==> src/hdl/rss_defines.svh <==
// Offsets, field positions, reset values and timing counts of the reset sequencer.
// Assumes a 25 MHz system clock and byte addresses on the register bus.
`ifndef RSS_DEFINES_SVH
`define RSS_DEFINES_SVH

// ==========================================
// Clock
`define RSS_CLK_MHZ 25

// ==========================================
// Register byte offsets
`define RSS_OFS_PINSEL 4'h0
`define RSS_OFS_MODE1 4'h4
`define RSS_OFS_STAT 4'h8

// ==========================================
// Pin function codes and reset values
`define RSS_PINSEL_GPIO 8'h55
`define RSS_PINSEL_RESET 8'hAA
`define RSS_PINSEL_POR `RSS_PINSEL_GPIO
`define RSS_PINSEL_WMASK 8'hF3

// ==========================================
// Field positions
`define RSS_M1_KEEP 7
`define RSS_M1_SPARE 3
`define RSS_M1_LOW_SUPPLY_FLAG 2
`define RSS_M1_WRF 0
`define RSS_ST_TO 0
`define RSS_ST_PDF 1

// ==========================================
// Timing
`define RSS_T_LONG_US 50000
`define RSS_T_SHORT_US 16700
`define RSS_T_QUAL_US 100
`define RSS_LONG_CYC (`RSS_T_LONG_US * `RSS_CLK_MHZ)
`define RSS_SHORT_CYC (`RSS_T_SHORT_US * `RSS_CLK_MHZ)
`define RSS_QUAL_CYC (`RSS_T_QUAL_US * `RSS_CLK_MHZ)
`define RSS_LVR_OSC_EDGES 3
`define RSS_TMR_W 21

`endif

==> src/hdl/rss_pkg.sv <==
// Types shared by the reset sequencer modules.
// Assumes nothing beyond a SystemVerilog compiler.
package rss_pkg;

    // ==========================================
    // Sequencer states
    typedef enum logic [2:0] {
        RSS_RUN = 3'b001,
        RSS_HOLD = 3'b010,
        RSS_DELAY = 3'b100
    } rss_state_t;

endpackage

==> src/hdl/rss_tmr_if.sv <==
// Start and status wires between the sequencer and its start-up timer.
// Assumes both ends run on sys_clk.
interface rss_tmr_if;
    logic start;
    logic long_sel;
    logic busy;

    modport ctrl (output start, output long_sel, input busy);
    modport tmr (input start, input long_sel, output busy);
endinterface

==> src/hdl/rss_reset_seq.sv <==
// Reset source sequencer top: combines power-on, pin, low-supply and watchdog resets,
// runs the start-up delay and holds the pin select and reset flag registers.
// Assumes an Avalon-MM master on sys_clk and asynchronous pin inputs.
//
// Decided for this implementation: the Avalon-MM interface to the registers and the placing of the registers.
`include "rss_defines.svh"
module rss_reset_seq
    import rss_pkg::*;
#(
    parameter int unsigned LONG_CYC = `RSS_LONG_CYC,
    parameter int unsigned SHORT_CYC = `RSS_SHORT_CYC
) (
    input wire logic sys_clk,
    input wire logic reset_n,
    input wire logic [3:0] avs_address,
    input wire logic avs_read,
    input wire logic avs_write,
    input wire logic [31:0] avs_writedata,
    output logic [31:0] avs_readdata,
    output logic avs_waitrequest,
    input wire logic external_init_pin_n,
    input wire logic low_supply_det,
    input wire logic slow_internal_osc,
    input wire logic cpu_halted,
    input wire logic wdt_timeout,
    input wire logic wdt_ctl_fault,
    input wire logic halt_exec,
    input wire logic clr_wdt_exec,
    output logic core_reset,
    output logic port_preset,
    output logic pc_sp_clear,
    output logic pin_is_reset_fn,
    output logic idle_clock_keep
);
    // ==========================================
    // Reset release and pin synchroniser
    logic rst_s1, rst_n_i;
    logic pin_s1, pin_s2;

    always_ff @(posedge sys_clk or negedge reset_n) begin
        if (!reset_n) begin
            rst_s1 <= 1'b0;
            rst_n_i <= 1'b0;
        end else begin
            rst_s1 <= 1'b1;
            rst_n_i <= rst_s1;
        end
    end

    always_ff @(posedge sys_clk or negedge rst_n_i) begin
        if (!rst_n_i) begin
            pin_s1 <= 1'b1;
            pin_s2 <= 1'b1;
        end else begin
            pin_s1 <= external_init_pin_n;
            pin_s2 <= pin_s1;
        end
    end

    // ==========================================
    // Bus decode
    function automatic logic hit(input logic [3:0] addr, input logic [3:0] ofs);
        return addr == ofs;
    endfunction

    logic ack;
    logic req, wr_ok;
    logic hit_pinsel, hit_mode1, hit_stat;
    logic wr_pinsel, wr_mode1;
    logic [31:0] rd_mux;

    assign req = avs_read | avs_write;
    assign avs_waitrequest = req & ~ack;
    assign wr_ok = avs_write & ack;
    assign hit_pinsel = hit(avs_address, `RSS_OFS_PINSEL);
    assign hit_mode1 = hit(avs_address, `RSS_OFS_MODE1);
    assign hit_stat = hit(avs_address, `RSS_OFS_STAT);
    assign wr_pinsel = wr_ok & hit_pinsel;
    assign wr_mode1 = wr_ok & hit_mode1;

    // ==========================================
    // Register state
    logic [7:0] pinsel;
    logic keep, spare, low_supply_flag, watchdog_ctl_fault_flag, to_flag, powerdown_flag;

    assign rd_mux = hit_pinsel ? {24'h000000, pinsel}
                  : hit_mode1 ? {24'h000000, keep, 3'h0, spare, low_supply_flag, 1'b0, watchdog_ctl_fault_flag}
                  : hit_stat ? {30'h00000000, powerdown_flag, to_flag}
                  : 32'h00000000;

    always_ff @(posedge sys_clk or negedge rst_n_i) begin
        if (!rst_n_i) begin
            ack <= 1'b0;
            avs_readdata <= 32'h00000000;
        end else begin
            ack <= req & ~ack;
            if (req && !ack) begin
                avs_readdata <= rd_mux;
            end
        end
    end

    // ==========================================
    // Source combining
    logic lvr_req;
    logic src_pin, src_evt, any_src;
    logic wdt_run, wdt_halt;

    // Bits 3:2 are read-only, so only the writable bits carry the code
    assign pin_is_reset_fn = ((pinsel & `RSS_PINSEL_WMASK) == (`RSS_PINSEL_RESET & `RSS_PINSEL_WMASK));
    assign src_pin = pin_is_reset_fn & ~pin_s2;
    assign wdt_run = wdt_timeout & ~cpu_halted;
    assign wdt_halt = wdt_timeout & cpu_halted;
    assign src_evt = wdt_run | wdt_ctl_fault;
    assign any_src = src_pin | lvr_req | src_evt;

    rss_lvr_qual u_lvr (
        .sys_clk(sys_clk),
        .rst_n(rst_n_i),
        .low_supply_det(low_supply_det),
        .slow_internal_osc(slow_internal_osc),
        .monitor_on(~cpu_halted),
        .lvr_req(lvr_req)
    );

    // ==========================================
    // Sequencer
    rss_state_t state, next_state;
    logic long_sel, warm;
    logic next_long, next_warm;
    rss_tmr_if tif ();

    rss_start_timer #(
        .LONG_CYC(LONG_CYC),
        .SHORT_CYC(SHORT_CYC)
    ) u_tmr (
        .sys_clk(sys_clk),
        .rst_n(rst_n_i),
        .tif(tif)
    );

    assign tif.start = (state == RSS_HOLD) & ~any_src;
    assign tif.long_sel = long_sel;

    always_comb begin
        next_state = state;
        unique case (state)
            RSS_RUN: begin
                if (any_src) begin
                    next_state = RSS_HOLD;
                end
            end
            RSS_HOLD: begin
                if (!any_src) begin
                    next_state = RSS_DELAY;
                end
            end
            RSS_DELAY: begin
                if (any_src) begin
                    next_state = RSS_HOLD;
                end else if (!tif.busy) begin
                    next_state = RSS_RUN;
                end
            end
            default: begin
                next_state = RSS_HOLD;
            end
        endcase
    end

    assign next_long = (state == RSS_RUN) ? lvr_req : (long_sel | lvr_req);
    assign next_warm = (state == RSS_RUN) ? (wdt_run & ~(src_pin | lvr_req | wdt_ctl_fault))
                     : (warm & ~(src_pin | lvr_req | wdt_ctl_fault));

    always_ff @(posedge sys_clk or negedge rst_n_i) begin
        if (!rst_n_i) begin
            state <= RSS_HOLD;
            long_sel <= 1'b1;
            warm <= 1'b0;
            pc_sp_clear <= 1'b0;
        end else begin
            state <= next_state;
            long_sel <= next_long;
            warm <= next_warm;
            pc_sp_clear <= wdt_halt & (state == RSS_RUN);
        end
    end

    assign core_reset = (state != RSS_RUN);
    assign port_preset = core_reset;

    // ==========================================
    // Pin select and mode register
    logic full_rst;

    // Restore at release, so a held pin stays a reset source
    assign full_rst = tif.start & ~warm;

    always_ff @(posedge sys_clk or negedge rst_n_i) begin
        if (!rst_n_i) begin
            pinsel <= `RSS_PINSEL_POR;
            keep <= 1'b0;
            spare <= 1'b0;
        end else if (full_rst) begin
            pinsel <= `RSS_PINSEL_POR;
            keep <= 1'b0;
            spare <= 1'b0;
        end else begin
            if (wr_pinsel) begin
                pinsel <= (avs_writedata[7:0] & `RSS_PINSEL_WMASK) | (pinsel & ~`RSS_PINSEL_WMASK);
            end
            if (wr_mode1) begin
                keep <= avs_writedata[`RSS_M1_KEEP];
                spare <= avs_writedata[`RSS_M1_SPARE];
            end
        end
    end

    assign idle_clock_keep = keep;

    // ==========================================
    // Reset flags, set wins over clear
    logic clr_low_supply_flag, clr_wrf;

    assign clr_low_supply_flag = wr_mode1 & ~avs_writedata[`RSS_M1_LOW_SUPPLY_FLAG];
    assign clr_wrf = wr_mode1 & ~avs_writedata[`RSS_M1_WRF];

    always_ff @(posedge sys_clk or negedge rst_n_i) begin
        if (!rst_n_i) begin
            low_supply_flag <= 1'b0;
            watchdog_ctl_fault_flag <= 1'b0;
            to_flag <= 1'b0;
            powerdown_flag <= 1'b0;
        end else begin
            low_supply_flag <= lvr_req | (low_supply_flag & ~clr_low_supply_flag);
            watchdog_ctl_fault_flag <= wdt_ctl_fault | (watchdog_ctl_fault_flag & ~clr_wrf);
            to_flag <= wdt_timeout | (to_flag & ~(clr_wdt_exec | halt_exec));
            powerdown_flag <= halt_exec | (powerdown_flag & ~clr_wdt_exec);
        end
    end
endmodule // rss_reset_seq

==> src/hdl/rss_start_timer.sv <==
// Start-up timer: counts the long or short start delay after a start pulse.
// Assumes a synchronous start pulse and a synchronised reset.
`include "rss_defines.svh"
module rss_start_timer
    import rss_pkg::*;
#(
    parameter int unsigned LONG_CYC = `RSS_LONG_CYC,
    parameter int unsigned SHORT_CYC = `RSS_SHORT_CYC
) (
    input wire logic sys_clk,
    input wire logic rst_n,
    rss_tmr_if.tmr tif
);
    localparam logic [`RSS_TMR_W-1:0] LOAD_LONG = `RSS_TMR_W'(LONG_CYC - 1);
    localparam logic [`RSS_TMR_W-1:0] LOAD_SHORT = `RSS_TMR_W'(SHORT_CYC - 1);

    logic [`RSS_TMR_W-1:0] cnt;
    logic [`RSS_TMR_W-1:0] next_cnt;

    assign next_cnt = tif.start ? (tif.long_sel ? LOAD_LONG : LOAD_SHORT)
                    : (cnt != '0) ? cnt - 1'b1 : cnt;
    assign tif.busy = (cnt != '0);

    always_ff @(posedge sys_clk or negedge rst_n) begin
        if (!rst_n) begin
            cnt <= '0;
        end else begin
            cnt <= next_cnt;
        end
    end
endmodule // rss_start_timer

==> src/hdl/rss_lvr_qual.sv <==
// Low-supply qualifier: persistence filter, then reset after the third rising slow oscillator edge.
// Assumes low_supply_det and slow_internal_osc are asynchronous pins.
`include "rss_defines.svh"
module rss_lvr_qual
    import rss_pkg::*;
(
    input wire logic sys_clk,
    input wire logic rst_n,
    input wire logic low_supply_det,
    input wire logic slow_internal_osc,
    input wire logic monitor_on,
    output logic lvr_req
);
    localparam logic [11:0] QUAL = 12'(`RSS_QUAL_CYC);
    localparam logic [1:0] EDGES = 2'(`RSS_LVR_OSC_EDGES);

    logic sup_s1, sup_s2, osc_s1, osc_s2, osc_d;
    logic [11:0] qcnt;
    logic [1:0] ecnt;
    logic qual_done, osc_rise, active;

    assign qual_done = (qcnt == QUAL);
    assign osc_rise = osc_s2 & ~osc_d;
    assign active = monitor_on & sup_s2;
    assign lvr_req = (ecnt == EDGES);

    always_ff @(posedge sys_clk or negedge rst_n) begin
        if (!rst_n) begin
            {sup_s1, sup_s2, osc_s1, osc_s2, osc_d} <= 5'h00;
        end else begin
            {sup_s2, sup_s1} <= {sup_s1, low_supply_det};
            {osc_d, osc_s2, osc_s1} <= {osc_s2, osc_s1, slow_internal_osc};
        end
    end

    always_ff @(posedge sys_clk or negedge rst_n) begin
        if (!rst_n) begin
            qcnt <= 12'h000;
            ecnt <= 2'h0;
        end else if (!active) begin
            qcnt <= 12'h000;
            ecnt <= 2'h0;
        end else if (!qual_done) begin
            qcnt <= qcnt + 12'h001;
        end else if (osc_rise && !lvr_req) begin
            ecnt <= ecnt + 2'h1;
        end
    end
endmodule // rss_lvr_qual

==> config.mk <==
export PLATFORM = sky130hd
export DESIGN_NAME = rss_reset_seq
export DESIGN_NICKNAME = d
export VERILOG_FILES = /design/src/hdl/rss_pkg.sv /design/src/hdl/rss_tmr_if.sv /design/src/hdl/rss_reset_seq.sv /design/src/hdl/rss_start_timer.sv /design/src/hdl/rss_lvr_qual.sv
export VERILOG_INCLUDE_DIRS = /design/src /design/src/hdl
export SDC_FILE = /design/constraint.sdc
export NUM_CORES = 1
export LEC_CHECK = 0
export BUFFER_PORTS_ARGS = -buffer_cell sky130_fd_sc_hd__buf_2
export CELL_PAD_IN_SITES_DETAIL_PLACEMENT = 1
export CELL_PAD_IN_SITES_GLOBAL_PLACEMENT = 1
export CORE_MARGIN = 5
export CORE_UTILIZATION = 44
export CTS_CLUSTER_SIZE = 20
export DETAILED_ROUTE_END_ITERATION = 12
export PLACE_DENSITY_LB_ADDON = 0.15
export SLEW_MARGIN = 15
export SYNTH_ARGS = -nofsm -noshare
export SYNTH_HDL_FRONTEND = slang
export SYNTH_SLANG_ARGS = --single-unit
==> constraint.sdc <==
create_clock -name sys_clk -period 3.64 [get_ports sys_clk]
set_input_delay 0.546 -clock sys_clk [delete_from_list [all_inputs] [get_ports sys_clk]]
set_output_delay 0.546 -clock sys_clk [all_outputs]
set_load 0.01 [all_outputs]
# Word level (Yosys, flattened, before mapping)
# Cells that the tools add are included.
[op_classes]
reduce_logical = 11
bitwise_logic = 45
n_div = 0
mul = 0
order_cmp = 0
n_eq_ne = 15
shifts = 0
add_sub_neg = 3
muxes = 24
[op_table]
columns = ["operator", "n"]
rows = [
  ["$mux W21", 3],
  ["$mux W8", 4],
  ["$mux W12", 2],
  ["$reduce_bool A21 Y1", 1],
  ["$sub A21 B1 Y21 const B", 1],
  ["$and A1 B1 Y1", 20],
  ["$not A1 Y1", 13],
  ["$add A12 B1 Y12 const B", 1],
  ["$eq A12 B12 Y1 const B", 1],
  ["$mux W3", 4],
  ["$or A1 B1 Y1", 11],
  ["$pmux W3 S3", 1],
  ["$mux W2", 4],
  ["$ne A2 B2 Y1 const B", 4],
  ["$or A8 B4 Y8", 1],
  ["$eq A6 B6 Y1 const B", 1],
  ["$mux W1", 6],
  ["$reduce_bool A2 Y1", 3],
  ["$eq A4 B3 Y1 const B", 1],
  ["$eq A4 B4 Y1 const B", 1],
  ["$logic_not A4 Y1", 1],
  ["$eq A3 B1 Y1 const B", 1],
  ["$eq A3 B2 Y1 const B", 1],
  ["$eq A3 B3 Y1 const B", 1],
  ["other kinds (9)", 11],
]
[word_totals]
register_bits = 97
word_cells = 123
romBits = 0
mem_bits_rw = 0
mem_count = 0
latchBits = 0

# Logic depth before layout (Yosys ltp)
[depth]
word_depth = 8
ltp_mapped = 8

# Hierarchy
# Synthesis repeated with hierarchy kept, for this count alone.
[hier_totals]
hier_cells = 383
hier_area_um2 = 3920.0
[by_module_without_submodules]
columns = ["module", "seq_area_each_um2", "cells_per_inst", "n_inst", "area_per_inst_um2"]
rows = [
  ["rss_reset_seq", 810.8, 146, 1, 1575.3],
  ["rss_start_timer", 525.5, 146, 1, 1380.1],
  ["rss_lvr_qual", 475.5, 91, 1, 964.7],
]

# Least setup slack after synthesis
# OpenSTA, ideal clock, no wires.
[synth_timing]
path_kind = "reg-to-reg"
start = "register u_tmr.cnt[0]"
end = "register u_tmr.cnt[14]"
t_arrival_ps = 1956
synth_period_minus_slack_ps = 2088
slack_ps = 1552
setup_time_ps = 132
stages_incl_launch_ff = 9
cell_sequence = "dfrtp_1 -> inv_1 -> ha_1 -> or3b_2 -> buf_2 -> or3_4 -> nor3_1 -> xnor2_1 -> o22ai_1"
[synth_between]
elab_chain_cells = 3
elab_cells_between_ends = 5
cone_classes = "add/sub: 1; mux: 2; reduce/logical: 2"
[synth_lines]
columns = ["element", "line_no", "rtl"]
rows = [
  ["start: declaration", "rss_start_timer.sv:17", "logic [`RSS_TMR_W-1:0] cnt;"],
  ["start signal: assignment", "rss_start_timer.sv:28", "cnt <= next_cnt;"],
  ["$sub A21 B1 Y21", "rss_start_timer.sv:21", ": (cnt != '0) ? cnt - 1'b1 : cnt;"],
  ["$mux W21", "rss_start_timer.sv:21", ""],
  ["$mux W21", "rss_start_timer.sv:20", "assign next_cnt = tif.start ? (tif.long_sel ? LOAD_LONG : LOAD_SHORT)"],
]
# Parallel ways exist; a longest one is shown, timed or not. The select of a mux whose other input is x is not followed.
# A chain may end at the register's enable or synchronous reset.

# Worst setup path in the final report
# Same ends and word-level chain as after synthesis.

==> impl_results.md <==
* Status: finished, final reports clean
* Drt first pass iters at 4
* Syn-to-layout area delta at 11.4%
* Skew final at 0.0113 ns
* PwrDens at 441 nW/um^2
* Sequential fraction of the synthesis area at 51.8%
* Critical path type: register to register
* CTS Buf Count at 9
* Io pins at 86
* H-tree depth at 3
* Worst VDD drop at 0.223 mV
* Highest routed layer: met4
* Layout Nets at 439
* PnR worst setup slack at 1.01 ns
* Vias at 2,523
* Total core area at 7730 um^2
* Area share of the largest cell type after synthesis at 45.7%
* Dpl ws at 1.02 ns
* Row Count at 32
* Pleak at 1.71 nW
* Final Hold Violating Endpoints at 0
* Initial antenna violation count at 0
* Routed WL at 7.64 mm
* CP arrival at 2.82 ns
* CP startpoint kind: register
* Number of synthesized flops with an enable pin at 0
* Chip width at 99.2 um
* Clock Path Buffers at 2
* Worst Path Required at 3.83 ns
* Final Util at 50.5%
* Hold slack final at 0.300 ns
* Fraction of layout cells with a size suffix above 1 at 20.5%
* Synth async-reset ratio at 100%
* DR WL met3 at 418 um
* Post-Syn Area at 3500 um^2
* Synth area leaders: dfrtp_1, dfstp_2, buf_4
* Drt wl/cell at 15.5 um
* CP max FO at 12
* Max_slew headroom at 44.8%
* Synth Instances at 341
* Final setup TNS at 0 ns
* Synth Warn # at 0
* CTS tree: built
* Placed Cells at 476
* Pin count of the biggest net entering global routing at 38
* Number of max-slew violations in the final report at 0
* Grt ovf at 0
* Clk Latency, worst-skew pair at 0.35 ns
* Register bit total from synthesis at 72
* HPWL Detailed at 5.55 mm
* Filler cells at 916
* Die height at 99.2 um
* WL met1 at 3.29 mm
* Final setup vio count at 0
* Non-filler cells, final at 493
* CTS resizes at 0
* Antenna cells at 0
* Total GRT Usage at 16.7%
* Final GP Congestion at 0.763
* Min Tclk post-route at 2.63 ns
* First-pass GRT wire length at 13.1 mm
* Unrepaired setup endpoints after global routing: no
* Final Cycle Share at 72.2%
* Hold Path Class: primary input to register
* Max Fclk at 381 MHz
* Library cells used by synthesis at 50
* Clock net sink count at 72
* WL met2 at 3.85 mm
* Clock-pin slew on the worst setup and hold paths at 0.09 ns
* Clock root cell: clkbuf_8
* Synth Flop Type: dfrtp_1
* Number of port buffers at 37
* Worst setup EP type: register
* DRC errors left at 0
* Initial Util at 45.3%
* Post-synth top area cell: dfrtp_1
* Avg Inst Size Synth at 10.3 um^2
* Number of global-route vias before repair at 2,663
* Vias/cell at 5.12
* Slew @ Worst Pin at 0.828 ns
* ANT nets after route at 0
* Max_cap viols at 0
* Die ar. at 9840 um^2
* Iteration-0 DRC Markers at 62
-- worst paths after layout --
check                                          from                   endpoint  slack [ns]  cells after the start
max                        u_tmr.cnt[0]$_DFFE_PN0P_  u_tmr.cnt[14]$_DFFE_PN0P_        1.01                      7
min                             external_init_pin_n           pin_s1$_DFF_PN1_        0.30                      1
max reg2reg                u_tmr.cnt[0]$_DFFE_PN0P_  u_tmr.cnt[14]$_DFFE_PN0P_        1.01                      7
min reg2reg                  u_lvr.osc_s1$_DFF_PN0_     u_lvr.osc_s2$_DFF_PN0_        0.35                      0
max in group asynchronous         rst_n_i$_DFF_PN0_      pinsel[0]$_DFFE_PN1P_        2.41                      1
min in group asynchronous         rst_n_i$_DFF_PN0_   u_tmr.cnt[0]$_DFFE_PN0P_        0.37                      0
-- registers in the layout, summed over array words and instances, names as in the netlist, 2 cells and up --
name          cells
u_lvr.qcnt       12
u_tmr.cnt        21
avs_readdata      8
u_lvr.ecnt        2
state             3
pinsel            7
-- power by group --
part           total, W  switching (W)  internal [W]
registers      0.000937      0.0000737      0.000863
logic          0.000210       0.000117     0.0000935
clock network  0.000570       0.000319      0.000252
-- logic make-up after synthesis --
group	after synthesis	share of synthesized area, %
muxes	11	3.15
adders and majority gates	5	1.79
AOI/OAI and AO/OA	48	8.04
and+or+nand+nor	138	21.5
other	2	0.215
buffers and inverters	40	7.29
xor gates and xnor gates	25	6.25
DFF	72	51.8
-- cell usage in the layout (no fill, tap or decap), drive strengths merged, types with 2 or more instances in the layout --
cell and instances:
dfrtp 64, buf 42, nor2 32, nand2 32, conb 25, o21ai 23, xnor2 17, nand2b 11
mux2i 11, inv 11, nor3 10, nand3 9, clkbuf 9, nor4 9, xor2 8, a21oi 8
dfstp 8, or3 8, or4 7, o22ai 6, ha 5, nor4b 3, or2 3, a21o 2
nor2b 2, o31ai 2, a22oi 2, and3 2, nand4 2, clkinv 2, clkinvlp 2, or4b 2
a211oi 2
-- area by class of cell --
cell class / instances / area, um^2 / share of cell area [%]
clock buffers: 9 / 124 / 3.18
well taps: 102 / 128 / 3.27
clock inverters: 7 / 51.3 / 1.32
inverters: 8 / 30.0 / 0.770
flip-flops and latches: 72 / 1810 / 46.5
repair buffers: 43 / 233 / 5.97
multi-input cells: 252 / 1520 / 39.0
-- cells in the mapped netlist, types with 8 or more instances --
| library cell | instances |
|---|---|
| xnor2_1 | 17 |
| o21ai_0 | 20 |
| dfstp_2 | 8 |
| nor2_1 | 31 |
| mux2i_1 | 11 |
| buf_4 | 25 |
| nor4_1 | 8 |
| inv_1 | 8 |
| nand2b_1 | 11 |
| xor2_1 | 8 |
| nor3_1 | 10 |
| nand3_1 | 9 |
| a21oi_1 | 8 |
| nand2_1 | 30 |
| dfrtp_1 | 64 |
-- metrics by stage --
stage	power, W	area, um^2
after floorplan	0.00110	3590
after global placement	0.00115	3710
after detailed placement	0.00116	3710
after CTS	0.00175	3900
after global routing	0.00183	3900
final	0.00172	3900
-- repair_timing --
action                                 in CTS  in global routing
setup buffers                               0                  0
hold buffers                                1                  0
endpoints found under the hold margin       2                  0
-- per-layer routing --
metal / track usage, % / vias to the layer above
met5: 0 / -
li1: - / 1218
met3: 5.40 / 6
met4: 4.10 / 0
met1: 20.6 / 1249
met2: 28.4 / 50
-- critical path, cell delays in order (launching register included) --
cell	delay [ns]
dfrtp_1	0.42
inv_1	0.10
ha_1	0.15
or4b_4	0.47
nor4_4	0.65
nand2_2	0.29
nand2_2	0.26
o22ai_1	0.13
No activity file was read; power rests on OpenSTA's default activity.
